### src/flash_prog_defines.vh
// constants for the flash programming mode entry block
`ifndef FLASH_PROG_DEFINES_VH
`define FLASH_PROG_DEFINES_VH

// ----------------------------------------------------------------------
// clock and timing
// ----------------------------------------------------------------------
`define SYS_CLK_HZ 50000000
`define INIT_WINDOW_MS 100
`define GUARD_BITS 4'hA

// ----------------------------------------------------------------------
// serial rates and bit periods in sys_clk cycles
// ----------------------------------------------------------------------
`define BAUD_115K 115200
`define BAUD_250K 250000
`define BAUD_500K 500000
`define BAUD_1M 1000000
`define SEL_115K 2'h0
`define SEL_250K 2'h1
`define SEL_500K 2'h2
`define SEL_1M 2'h3
// midpoints between neighbouring bit periods, used by the rate detector
`define THR_1M_500K 12'h04B
`define THR_500K_250K 12'h096
`define THR_250K_115K 12'h13D

// ----------------------------------------------------------------------
// option byte flash operating mode encoding
// ----------------------------------------------------------------------
`define OPM_BLANK 2'h0
`define OPM_HIGH_SPEED 2'h1
`define OPM_LOW_SPEED 2'h2
`define OPM_LOW_VOLTAGE 2'h3

// ----------------------------------------------------------------------
// operating frequency ceilings in MHz
// ----------------------------------------------------------------------
`define FMAX_FULL_2V7 6'h20
`define FMAX_FULL_2V4 6'h10
`define FMAX_LOW_SPEED 6'h08
`define FMAX_LOW_VOLT 6'h04

`endif

### src/prog_tx_fifo.v
// flip-flop FIFO with valid/ready on both sides
`timescale 1ns/1ps
module prog_tx_fifo #(
  parameter WIDTH = 8,
  parameter DEPTH = 16,
  parameter AW = 4
) (
  // clock and reset
  input wire sys_clk_i,
  input wire reset_n_i,
  // filling side
  input wire [WIDTH-1:0] in_data_i,
  input wire in_valid_i,
  output wire in_ready_o,
  // draining side
  output wire [WIDTH-1:0] out_data_o,
  output wire out_valid_o,
  input wire out_ready_i
);
  reg [WIDTH-1:0] mem_r [0:DEPTH-1];
  reg [AW-1:0] wr_ptr_r;
  reg [AW-1:0] rd_ptr_r;
  reg [AW:0] count_r;
  wire push;
  wire pop;

  assign in_ready_o = (count_r != DEPTH[AW:0]);
  assign out_valid_o = (count_r != {(AW+1){1'b0}});
  assign out_data_o = mem_r[rd_ptr_r];
  assign push = in_valid_i & in_ready_o;
  assign pop = out_valid_o & out_ready_i;

  always @(posedge sys_clk_i) begin
    if (push) begin
      mem_r[wr_ptr_r] <= in_data_i;
    end
  end

  always @(posedge sys_clk_i) begin
    if (!reset_n_i) begin
      wr_ptr_r <= {AW{1'b0}};
      rd_ptr_r <= {AW{1'b0}};
      count_r <= {(AW+1){1'b0}};
    end else begin
      if (push) begin
        wr_ptr_r <= (wr_ptr_r == DEPTH[AW-1:0] - 1'b1) ? {AW{1'b0}} :
                    wr_ptr_r + 1'b1;
      end
      if (pop) begin
        rd_ptr_r <= (rd_ptr_r == DEPTH[AW-1:0] - 1'b1) ? {AW{1'b0}} :
                    rd_ptr_r + 1'b1;
      end
      if (push && !pop) begin
        count_r <= count_r + 1'b1;
      end else if (pop && !push) begin
        count_r <= count_r - 1'b1;
      end
    end
  end
endmodule // prog_tx_fifo

### src/prog_baud_detect.v
// rate detector: measures one low bit on the chosen line
`timescale 1ns/1ps
`include "flash_prog_defines.vh"
module prog_baud_detect (
  // clock and reset
  input wire sys_clk_i,
  input wire reset_n_i,
  // measurement
  input wire arm_i,
  input wire line_i,
  output reg done_o,
  output reg [1:0] sel_o
);
  reg busy_r;
  reg [11:0] width_r;

  always @(posedge sys_clk_i) begin
    if (!reset_n_i) begin
      busy_r <= 1'b0;
      width_r <= 12'h000;
      done_o <= 1'b0;
      sel_o <= `SEL_115K;
    end else begin
      done_o <= 1'b0;
      if (arm_i && !busy_r) begin
        busy_r <= 1'b1;
        width_r <= 12'h001;
      end else if (busy_r) begin
        if (line_i) begin
          // nearest of the four rates; saturated width falls to slowest
          busy_r <= 1'b0;
          done_o <= 1'b1;
          if (width_r < `THR_1M_500K) begin
            sel_o <= `SEL_1M;
          end else if (width_r < `THR_500K_250K) begin
            sel_o <= `SEL_500K;
          end else if (width_r < `THR_250K_115K) begin
            sel_o <= `SEL_250K;
          end else begin
            sel_o <= `SEL_115K;
          end
        end else if (width_r != 12'hFFF) begin
          width_r <= width_r + 12'h001;
        end
      end
    end
  end
endmodule // prog_baud_detect

### src/flash_prog_mode_entry.v
// boot mode strap, programming entry handshake and serial link
//
// Behaviour
// - strap high normal, low programming at release
// - internal resets finish before external release
// - entry completes after baud rate detection
// - mode fixed at release; programmer traffic does not switch it
// - unused pins keep their reset state
// - programming runs from internal fast oscillator
// - sub-mode from supply and option byte
// - high speed option: full at 2.4 V up
// - low speed option gives wide voltage
// - low voltage option gives wide voltage
// - blank option: full at 2.4 V up
// - both sub-modes allow all flash operations
// - one-line or two-wire uart, four rates
// - two-wire lines crossed with host lines
`timescale 1ns/1ps
`include "flash_prog_defines.vh"
module flash_prog_mode_entry #(
  parameter INIT_WINDOW_CYC = `SYS_CLK_HZ / 1000 * `INIT_WINDOW_MS,
  parameter FIFO_DEPTH = 16,
  parameter FIFO_AW = 4
) (
  // clock and reset
  input wire sys_clk_i,
  input wire reset_n_i,
  // internal reset status
  input wire por_done_i,
  input wire brownout_done_i,
  // mode strap / one-line serial pin
  input wire mode_strap_i,
  output wire mode_strap_o,
  output wire mode_strap_oe_o,
  // two-wire serial pins
  input wire prog_uart_rx_i,
  output wire prog_uart_tx_o,
  // supply and option byte
  input wire [1:0] opt_op_mode_i,
  input wire vdd_ge_2v7_i,
  input wire vdd_ge_2v4_i,
  // mode status
  output wire normal_mode_o,
  output wire prog_mode_o,
  output wire entry_done_o,
  output wire init_timeout_o,
  output wire full_speed_o,
  output wire wide_voltage_o,
  output wire [5:0] freq_limit_mhz_o,
  output wire one_line_o,
  output wire [1:0] baud_sel_o,
  output wire fast_osc_sel_o,
  output wire port_hold_o,
  output wire flash_ops_en_o,
  // received bytes
  output reg [7:0] rx_data_o,
  output reg rx_valid_o,
  // bytes to send
  input wire [7:0] tx_data_i,
  input wire tx_valid_i,
  output wire tx_ready_o
);
  // ----------------------------------------------------------------------
  // states
  // ----------------------------------------------------------------------
  localparam ST_INIT = 3'h0;
  localparam ST_NORMAL = 3'h1;
  localparam ST_HOLD = 3'h2;
  localparam ST_SYNC = 3'h3;
  localparam ST_MEASURE = 3'h4;
  localparam ST_PROG = 3'h5;
  localparam ST_FAIL = 3'h6;
  localparam [31:0] WIN_LAST = INIT_WINDOW_CYC - 1;

  // ----------------------------------------------------------------------
  // functions
  // ----------------------------------------------------------------------
  function [15:0] bit_cycles;
    input [1:0] sel;
    reg [31:0] cyc;
    begin
      case (sel)
        `SEL_1M: cyc = `SYS_CLK_HZ / `BAUD_1M;
        `SEL_500K: cyc = `SYS_CLK_HZ / `BAUD_500K;
        `SEL_250K: cyc = `SYS_CLK_HZ / `BAUD_250K;
        default: cyc = `SYS_CLK_HZ / `BAUD_115K;
      endcase
      bit_cycles = cyc[15:0];
    end
  endfunction

  // 1 = full speed, 0 = wide voltage
  function sub_mode_full;
    input [1:0] opm;
    input ge_2v4;
    begin
      case (opm)
        `OPM_HIGH_SPEED: sub_mode_full = ge_2v4;
        `OPM_LOW_SPEED: sub_mode_full = 1'b0;
        `OPM_LOW_VOLTAGE: sub_mode_full = 1'b0;
        default: sub_mode_full = ge_2v4;
      endcase
    end
  endfunction

  function [5:0] freq_limit;
    input [1:0] opm;
    input ge_2v7;
    begin
      case (opm)
        `OPM_LOW_SPEED: freq_limit = `FMAX_LOW_SPEED;
        `OPM_LOW_VOLTAGE: freq_limit = `FMAX_LOW_VOLT;
        default: freq_limit = ge_2v7 ? `FMAX_FULL_2V7 : `FMAX_FULL_2V4;
      endcase
    end
  endfunction

  // ----------------------------------------------------------------------
  // entry state machine
  // ----------------------------------------------------------------------
  reg [2:0] state_r;
  reg [2:0] state_nxt;
  reg [22:0] win_cnt_r;
  reg one_line_r;
  reg [1:0] baud_sel_r;
  reg full_speed_r;
  reg [5:0] freq_lim_r;
  reg strap_q_r;
  reg rx_pin_q_r;
  wire strap_fall;
  wire rx_pin_fall;
  wire baud_done;
  wire [1:0] baud_sel_det;
  wire meas_line;
  wire arm;
  wire win_expired;

  assign strap_fall = strap_q_r & ~mode_strap_i;
  assign rx_pin_fall = rx_pin_q_r & ~prog_uart_rx_i;
  assign win_expired = ({9'h000, win_cnt_r} == WIN_LAST);
  assign meas_line = one_line_r ? mode_strap_i : prog_uart_rx_i;
  assign arm = (state_r == ST_SYNC) && (strap_fall || rx_pin_fall);

  always @* begin
    state_nxt = state_r;
    case (state_r)
      ST_INIT: begin
        // sample strap only once both internal resets are over
        if (por_done_i && brownout_done_i) begin
          state_nxt = mode_strap_i ? ST_NORMAL : ST_HOLD;
        end
      end
      ST_NORMAL: state_nxt = ST_NORMAL;
      ST_HOLD: begin
        if (win_expired) begin
          state_nxt = ST_FAIL;
        end else if (mode_strap_i) begin
          state_nxt = ST_SYNC;
        end
      end
      ST_SYNC: begin
        if (win_expired) begin
          state_nxt = ST_FAIL;
        end else if (arm) begin
          state_nxt = ST_MEASURE;
        end
      end
      ST_MEASURE: begin
        if (baud_done) begin
          state_nxt = ST_PROG;
        end else if (win_expired) begin
          state_nxt = ST_FAIL;
        end
      end
      ST_PROG: state_nxt = ST_PROG;
      ST_FAIL: state_nxt = ST_FAIL;
      default: state_nxt = ST_INIT;
    endcase
  end

  always @(posedge sys_clk_i) begin
    if (!reset_n_i) begin
      state_r <= ST_INIT;
      win_cnt_r <= 23'h000000;
      one_line_r <= 1'b1;
      baud_sel_r <= `SEL_115K;
      full_speed_r <= 1'b1;
      freq_lim_r <= 6'h00;
      strap_q_r <= 1'b1;
      rx_pin_q_r <= 1'b1;
    end else begin
      state_r <= state_nxt;
      strap_q_r <= mode_strap_i;
      rx_pin_q_r <= prog_uart_rx_i;
      // window counts from the end of all resets
      if (state_r == ST_HOLD || state_r == ST_SYNC ||
          state_r == ST_MEASURE) begin
        win_cnt_r <= win_cnt_r + 23'h000001;
      end
      // the line that falls first carries the link; one-line wins a tie
      if (arm) begin
        one_line_r <= strap_fall;
      end
      if (baud_done && state_r == ST_MEASURE) begin
        baud_sel_r <= baud_sel_det;
      end
      // sub-mode frozen at entry; supply changes later are ignored
      if (state_r == ST_INIT && por_done_i && brownout_done_i &&
          !mode_strap_i) begin
        full_speed_r <= sub_mode_full(opt_op_mode_i, vdd_ge_2v4_i);
        freq_lim_r <= freq_limit(opt_op_mode_i, vdd_ge_2v7_i);
      end
    end
  end

  prog_baud_detect u_baud (
    .sys_clk_i(sys_clk_i),
    .reset_n_i(reset_n_i),
    .arm_i(arm),
    .line_i(arm ? 1'b0 : meas_line),
    .done_o(baud_done),
    .sel_o(baud_sel_det)
  );

  // ----------------------------------------------------------------------
  // status outputs
  // ----------------------------------------------------------------------
  wire in_prog;
  assign in_prog = (state_r == ST_HOLD) || (state_r == ST_SYNC) ||
                   (state_r == ST_MEASURE) || (state_r == ST_PROG);
  assign normal_mode_o = (state_r == ST_NORMAL);
  assign prog_mode_o = in_prog;
  assign entry_done_o = (state_r == ST_PROG);
  assign init_timeout_o = (state_r == ST_FAIL);
  assign full_speed_o = in_prog & full_speed_r;
  assign wide_voltage_o = in_prog & ~full_speed_r;
  assign freq_limit_mhz_o = in_prog ? freq_lim_r : 6'h00;
  assign one_line_o = one_line_r;
  assign baud_sel_o = baud_sel_r;
  assign fast_osc_sel_o = in_prog;
  assign port_hold_o = in_prog;
  // no sub-mode gates any flash operation
  assign flash_ops_en_o = entry_done_o;

  // ----------------------------------------------------------------------
  // receiver
  // ----------------------------------------------------------------------
  reg rx_armed_r;
  reg rx_busy_r;
  reg [15:0] rx_cnt_r;
  reg [3:0] rx_bit_r;
  reg [7:0] rx_sh_r;
  reg tx_busy_r;
  wire [15:0] period;
  wire rx_line;
  wire rx_blocked;

  assign period = bit_cycles(baud_sel_r);
  assign rx_line = one_line_r ? mode_strap_i : prog_uart_rx_i;
  // one-line link is half duplex: our own echo is not data
  assign rx_blocked = one_line_r & tx_busy_r;

  always @(posedge sys_clk_i) begin
    if (!reset_n_i) begin
      rx_armed_r <= 1'b0;
      rx_busy_r <= 1'b0;
      rx_cnt_r <= 16'h0000;
      rx_bit_r <= 4'h0;
      rx_sh_r <= 8'h00;
      rx_data_o <= 8'h00;
      rx_valid_o <= 1'b0;
    end else begin
      rx_valid_o <= 1'b0;
      if (state_r != ST_PROG) begin
        rx_armed_r <= 1'b0;
        rx_busy_r <= 1'b0;
        rx_cnt_r <= 16'h0000;
        rx_bit_r <= 4'h0;
      end else if (!rx_armed_r) begin
        // rest of the sync character is skipped: wait for idle line
        if (!rx_line) begin
          rx_cnt_r <= 16'h0000;
          rx_bit_r <= 4'h0;
        end else if (rx_cnt_r == period - 16'h0001) begin
          rx_cnt_r <= 16'h0000;
          if (rx_bit_r == `GUARD_BITS - 4'h1) begin
            rx_armed_r <= 1'b1;
            rx_bit_r <= 4'h0;
          end else begin
            rx_bit_r <= rx_bit_r + 4'h1;
          end
        end else begin
          rx_cnt_r <= rx_cnt_r + 16'h0001;
        end
      end else if (!rx_busy_r) begin
        if (!rx_line && !rx_blocked) begin
          rx_busy_r <= 1'b1;
          rx_cnt_r <= {1'b0, period[15:1]};
          rx_bit_r <= 4'h0;
        end
      end else if (rx_cnt_r != 16'h0000) begin
        rx_cnt_r <= rx_cnt_r - 16'h0001;
      end else begin
        rx_cnt_r <= period - 16'h0001;
        rx_bit_r <= rx_bit_r + 4'h1;
        if (rx_bit_r == 4'h0) begin
          if (rx_line) begin
            rx_busy_r <= 1'b0;
          end
        end else if (rx_bit_r == 4'h9) begin
          rx_busy_r <= 1'b0;
          if (rx_line) begin
            rx_data_o <= rx_sh_r;
            rx_valid_o <= 1'b1;
          end
        end else begin
          rx_sh_r <= {rx_line, rx_sh_r[7:1]};
        end
      end
    end
  end

  // ----------------------------------------------------------------------
  // transmitter fed by the FIFO
  // ----------------------------------------------------------------------
  wire [7:0] fifo_data;
  wire fifo_valid;
  wire fifo_pop;
  reg [9:0] tx_sh_r;
  reg [15:0] tx_cnt_r;
  reg [3:0] tx_bit_r;
  reg tx_line_r;

  // transmitter only pulls while idle, so a slow link fills the FIFO
  assign fifo_pop = (state_r == ST_PROG) & rx_armed_r & ~tx_busy_r &
                    ~rx_busy_r;

  prog_tx_fifo #(
    .WIDTH(8),
    .DEPTH(FIFO_DEPTH),
    .AW(FIFO_AW)
  ) u_fifo (
    .sys_clk_i(sys_clk_i),
    .reset_n_i(reset_n_i),
    .in_data_i(tx_data_i),
    .in_valid_i(tx_valid_i),
    .in_ready_o(tx_ready_o),
    .out_data_o(fifo_data),
    .out_valid_o(fifo_valid),
    .out_ready_i(fifo_pop)
  );

  always @(posedge sys_clk_i) begin
    if (!reset_n_i) begin
      tx_busy_r <= 1'b0;
      tx_sh_r <= 10'h3FF;
      tx_cnt_r <= 16'h0000;
      tx_bit_r <= 4'h0;
      tx_line_r <= 1'b1;
    end else if (!tx_busy_r) begin
      tx_line_r <= 1'b1;
      if (fifo_pop && fifo_valid) begin
        tx_busy_r <= 1'b1;
        tx_sh_r <= {1'b1, fifo_data, 1'b0};
        tx_cnt_r <= 16'h0000;
        tx_bit_r <= 4'h0;
      end
    end else if (tx_cnt_r == 16'h0000) begin
      if (tx_bit_r == 4'hA) begin
        tx_busy_r <= 1'b0;
        tx_line_r <= 1'b1;
      end else begin
        tx_line_r <= tx_sh_r[0];
        tx_sh_r <= {1'b1, tx_sh_r[9:1]};
        tx_bit_r <= tx_bit_r + 4'h1;
        tx_cnt_r <= period - 16'h0001;
      end
    end else begin
      tx_cnt_r <= tx_cnt_r - 16'h0001;
    end
  end

  // one-line pin is open drain against its pull-up: drive only lows
  assign mode_strap_o = 1'b0;
  assign mode_strap_oe_o = in_prog & one_line_r & ~tx_line_r;
  assign prog_uart_tx_o = one_line_r ? 1'b1 : tx_line_r;
endmodule // flash_prog_mode_entry

### config.mk
export PLATFORM = sky130hd
export DESIGN_NAME = flash_prog_mode_entry
export DESIGN_NICKNAME = d
export VERILOG_FILES = /design/src/prog_tx_fifo.v /design/src/prog_baud_detect.v /design/src/flash_prog_mode_entry.v
export VERILOG_INCLUDE_DIRS = /design/src
export SDC_FILE = /design/constraint.sdc
export NUM_CORES = 1
export LEC_CHECK = 0
export ABC_AREA = 1
export BUFFER_PORTS_ARGS = -buffer_cell sky130_fd_sc_hd__buf_4
export CAP_MARGIN = 25
export CELL_PAD_IN_SITES_DETAIL_PLACEMENT = 1
export CELL_PAD_IN_SITES_GLOBAL_PLACEMENT = 2
export CORE_UTILIZATION = 37
export CTS_CLUSTER_SIZE = 8
export DETAILED_ROUTE_END_ITERATION = 10
export PLACE_DENSITY_LB_ADDON = 0.1
export SLEW_MARGIN = 10
export SYNTH_ARGS = -nofsm -noshare
export SYNTH_HDL_FRONTEND = slang
export SYNTH_HIERARCHICAL = 1
export SYNTH_SLANG_ARGS = --single-unit
### constraint.sdc
create_clock -name sys_clk_i -period 2.7 [get_ports sys_clk_i]
set_input_delay 0.54 -clock sys_clk_i [delete_from_list [all_inputs] [get_ports sys_clk_i]]
set_output_delay 0.54 -clock sys_clk_i [all_outputs]
set_load 0.1 [all_outputs]
==> out/qor.csv <==
metric,value,unit
dp_hpwl,29.8,mm
cp-start-kind,flip-flop,
cts-hold-fix-buffers,0,
route.detailed.drc,0,
required,3.15,ns
synth_most_common_cell,nand2_1,
register_area,0.00664,mm²
muxShareOfSynthArea,0,%
cp-end-kind,flip-flop,
tns,0,ns
layout-drive-gt1-share,11.7,%
hold_ws,0.203,ns
syn_area,0.0142,mm²
grt_pass1_vias,12700,
worst_ir_drop_vdd,0.426,mV
routed_wl,41.9,mm
antenna_found_initial,0,
multi_input_area,0.00645,mm²
synthSimpleGateAreaFrac,30.5,%
ios,50,
max_slew_margin,46.6,%
worstPathArrival,3.02,ns
num_antenna_cells,0,
drtIter0Drc,593,
worst_path_most_repeated_cell,nand2_1,
power_leakage,7.06,nW
synth_top_flop_cell,dfxtp_1,
placed_area,0.0152,mm²
crit_path_max_incr_delay,0.38,ns
synth-edff-count,128,
setup_violations,0,
grt_pass1_wl,67.8,mm
avgRoutedWirePerCell,17.0,µm
synthTopCellsByCount,"523 x nand2_1, 211 x inv_1, 191 x nor2_1, 166 x nand3_1, 139 x dfxtp_1",
synth_fa_ha_area_share,2.95,%
skew,0.0109,ns
dr.pass1.iters,5,
async_flop_share,0,%
vias_per_cell,5.02,
vias,12400,
cts.clk_slew.worst_paths,0.05,ns
worst_slew_pin_slew,0.799,ns
cap_violations,0,
synth_warnings,6,
cts_tree,done,
overflow,0,
holdCritPathClass,in -> reg,
htree_levels,2,
numCtsBuffers,39,
ys_seq_elements,267,
initial_core_util,37.7,%
place_congestion,0.831,
die_x,198,µm
clockRootBuffer,clkbuf_16,
period_share,95.2,%
core,0.0378,mm²
slew_viol_final,0,
synth_xor_area_share,1.91,%
synth_top_family_by_area,simple AND/OR/NAND/NOR gates,
worstPathCellList,clkinvlp_4 > ha_4 > inv_2 > nand2_1 > nor2_2 > inv_1 > ha_1 > inv_1 > nand2_1 > nand2_1 > nor2_1 > nand2_1 > nor2_2 > nand3_2 > buf_4 > nand3b_1 > nand3_1 > nand2_1 > inv_1,
area_growth,15.4,%
dieArea,0.0392,mm²
status,completed,
final_cells,2467,
ys_types,54,
grt_max_degree,66,
grt_util_all_layers,22.0,%
fin_crit,2.57,ns
syn_area_per_cell,7.68,µm²
syn_inst,1853,
critPathKind,reg -> reg,
cp_slowest_cell,dfxtp_4,
postRouteAntennaNets,0,
seq_area_frac_synth,46.6,%
place_inst,2398,
worst-path-buf-inv,6,
insertion_delay,0.56,ns
max-clock-path-buffers,3,
fillers,4632,
row_count,71,
final_cell_area,0.0164,mm²
finalNetCount,1985,
post-synth-top-area-cell,edfxtp_1,
powerDensity,628,mW/mm²
synth_compound_area_share,9.52,%
synth_top_area_share,27.0,%
portBuffers,46,
hold_viol,0,
synthTopCellsByArea,"edfxtp_1 27%, dfxtp_1 20%, nand2_1 14%, nand3_1 5.8%, inv_1 5.6%",
clkSinkCount,267,
die_h,198,µm
cp_top_family,simple AND/OR/NAND/NOR gates,
cp_max_fo,6,
fmax,0.389,GHz
-- final timing paths --
kind	slack [ns]	cells past startpoint	from	end
hold reg to reg	0.45	2	u_baud/busy_r	u_baud/done_o
hold / removal	0.20	3	prog_uart_rx_i	rx_pin_q_r
setup reg to reg	0.13	19	baud_sel_o[1]	rx_cnt_r[9]
setup / recovery	0.13	19	baud_sel_o[1]	rx_cnt_r[9]
-- timing repair --
item                       4_1_cts  5_1_grt
resized for setup                0       10
setup buffers                    0        5
setup endpoints to repair        0       16
-- through the flow --
step / total power, W / util, % / worst slack [ns]
3_3_place_gp: 0.00583 / 40.3 / 0.232
4_1_cts: 0.0105 / 43.3 / 0.0481
5_1_grt: 0.0107 / 43.5 / -0.0395
3_5_place_dp: 0.00585 / 40.3 / 0.0636
6_report: 0.0103 / 43.5 / 0.131
2_1_floorplan: 0.00547 / - / 0.00848
-- registers in the layout (all words and copies together), names as in the netlist, 5 cells and up, named ones only --
register and count:
u_baud/width_r 12, u_fifo/mem_r 128, u_fifo/count_r 5, rx_cnt_r 16, tx_sh_r 9, tx_cnt_r 16, win_cnt_r 23, rx_sh_r 8
rx_data_o 8
-- cells in the final DEF, fill, tap and decap left out, types with 3 or more instances in the layout --
| master | synthesis | final |
|---|---|---|
| nand2_1 | 523 | 521 |
| inv_1 | 211 | 209 |
| nor2_1 | 191 | 189 |
| nand3_1 | 166 | 164 |
| dfxtp_1 | 139 | 136 |
| edfxtp_1 | 128 | 128 |
| o21ai_0 | 103 | 103 |
| buf_4 | 11 | 96 |
| a21oi_1 | 90 | 90 |
| clkbuf_16 | 0 | 39 |
| nand4_1 | 32 | 32 |
| ha_1 | 32 | 30 |
| nor3_1 | 28 | 28 |
| xor2_1 | 25 | 25 |
| clkbuf_1 | 13 | 21 |
| nor2_2 | 12 | 14 |
| o211ai_1 | 12 | 12 |
| inv_2 | 9 | 10 |
| or2_2 | 10 | 10 |
| nand2_2 | 8 | 9 |
| a21oi_2 | 7 | 7 |
| o211ai_2 | 7 | 7 |
| xnor2_1 | 6 | 6 |
| nand3_2 | 3 | 5 |
| nand2_4 | 4 | 5 |
| nand3b_1 | 5 | 5 |
| o21a_1 | 4 | 4 |
| nor2_4 | 4 | 4 |
| nand3_4 | 3 | 3 |
| o21ai_1 | 3 | 3 |
| o31ai_1 | 3 | 3 |
| conb_1 | 1 | 3 |
-- layout make-up --
type	count	share of cell area (%)
Multi-Input combinational cell	1304	39.2
Clock buffer	61	6.51
Sequential cell	267	40.4
Timing Repair Buffer	97	4.46
Inverter	224	5.16
Clock inverter	3	0.335
Tap cell	511	3.89
-- layer usage --
| layer | up-vias | GRT usage [%] | routed length [µm] |
|---|---|---|---|
| li1 | 6194 | - | - |
| met1 | 6007 | 29.7 | 20400 |
| met2 | 128 | 36.2 | 19500 |
| met3 | 54 | 3.17 | 1220 |
| met4 | 0 | 6.75 | 813 |
| met5 | - | 0 | 0 |
-- kinds of logic after synthesis --
group / Yosys count
AND/OR/NAND/NOR: 998
buffers and inverters: 284
flip-flops: 267
AO/OA/AOI/OAI: 239
adder cells (fa/ha/maj): 33
XOR/XNOR: 31
other: 1
-- power by group --
group / total (W) / internal, W / switching, W
clock network: 0.00456 / 0.00271 / 0.00185
registers: 0.00441 / 0.00433 / 0.0000771
logic: 0.00135 / 0.000328 / 0.00102
total: 0.0103 / 0.00737 / 0.00295
-- worst reg2reg max path, stage by stage (launching register included) --
cell	delay [ns]
dfxtp_4	0.38
clkinvlp_4	0.14
ha_4	0.24
inv_2	0.05
nand2_1	0.10
nor2_2	0.14
inv_1	0.07
ha_1	0.29
inv_1	0.07
nand2_1	0.06
nand2_1	0.05
nor2_1	0.10
nand2_1	0.07
nor2_2	0.16
nand3_2	0.13
buf_4	0.18
nand3b_1	0.07
nand3_1	0.07
nand2_1	0.07
inv_1	0.04
Note: power is estimated with default switching activity, not from simulation.
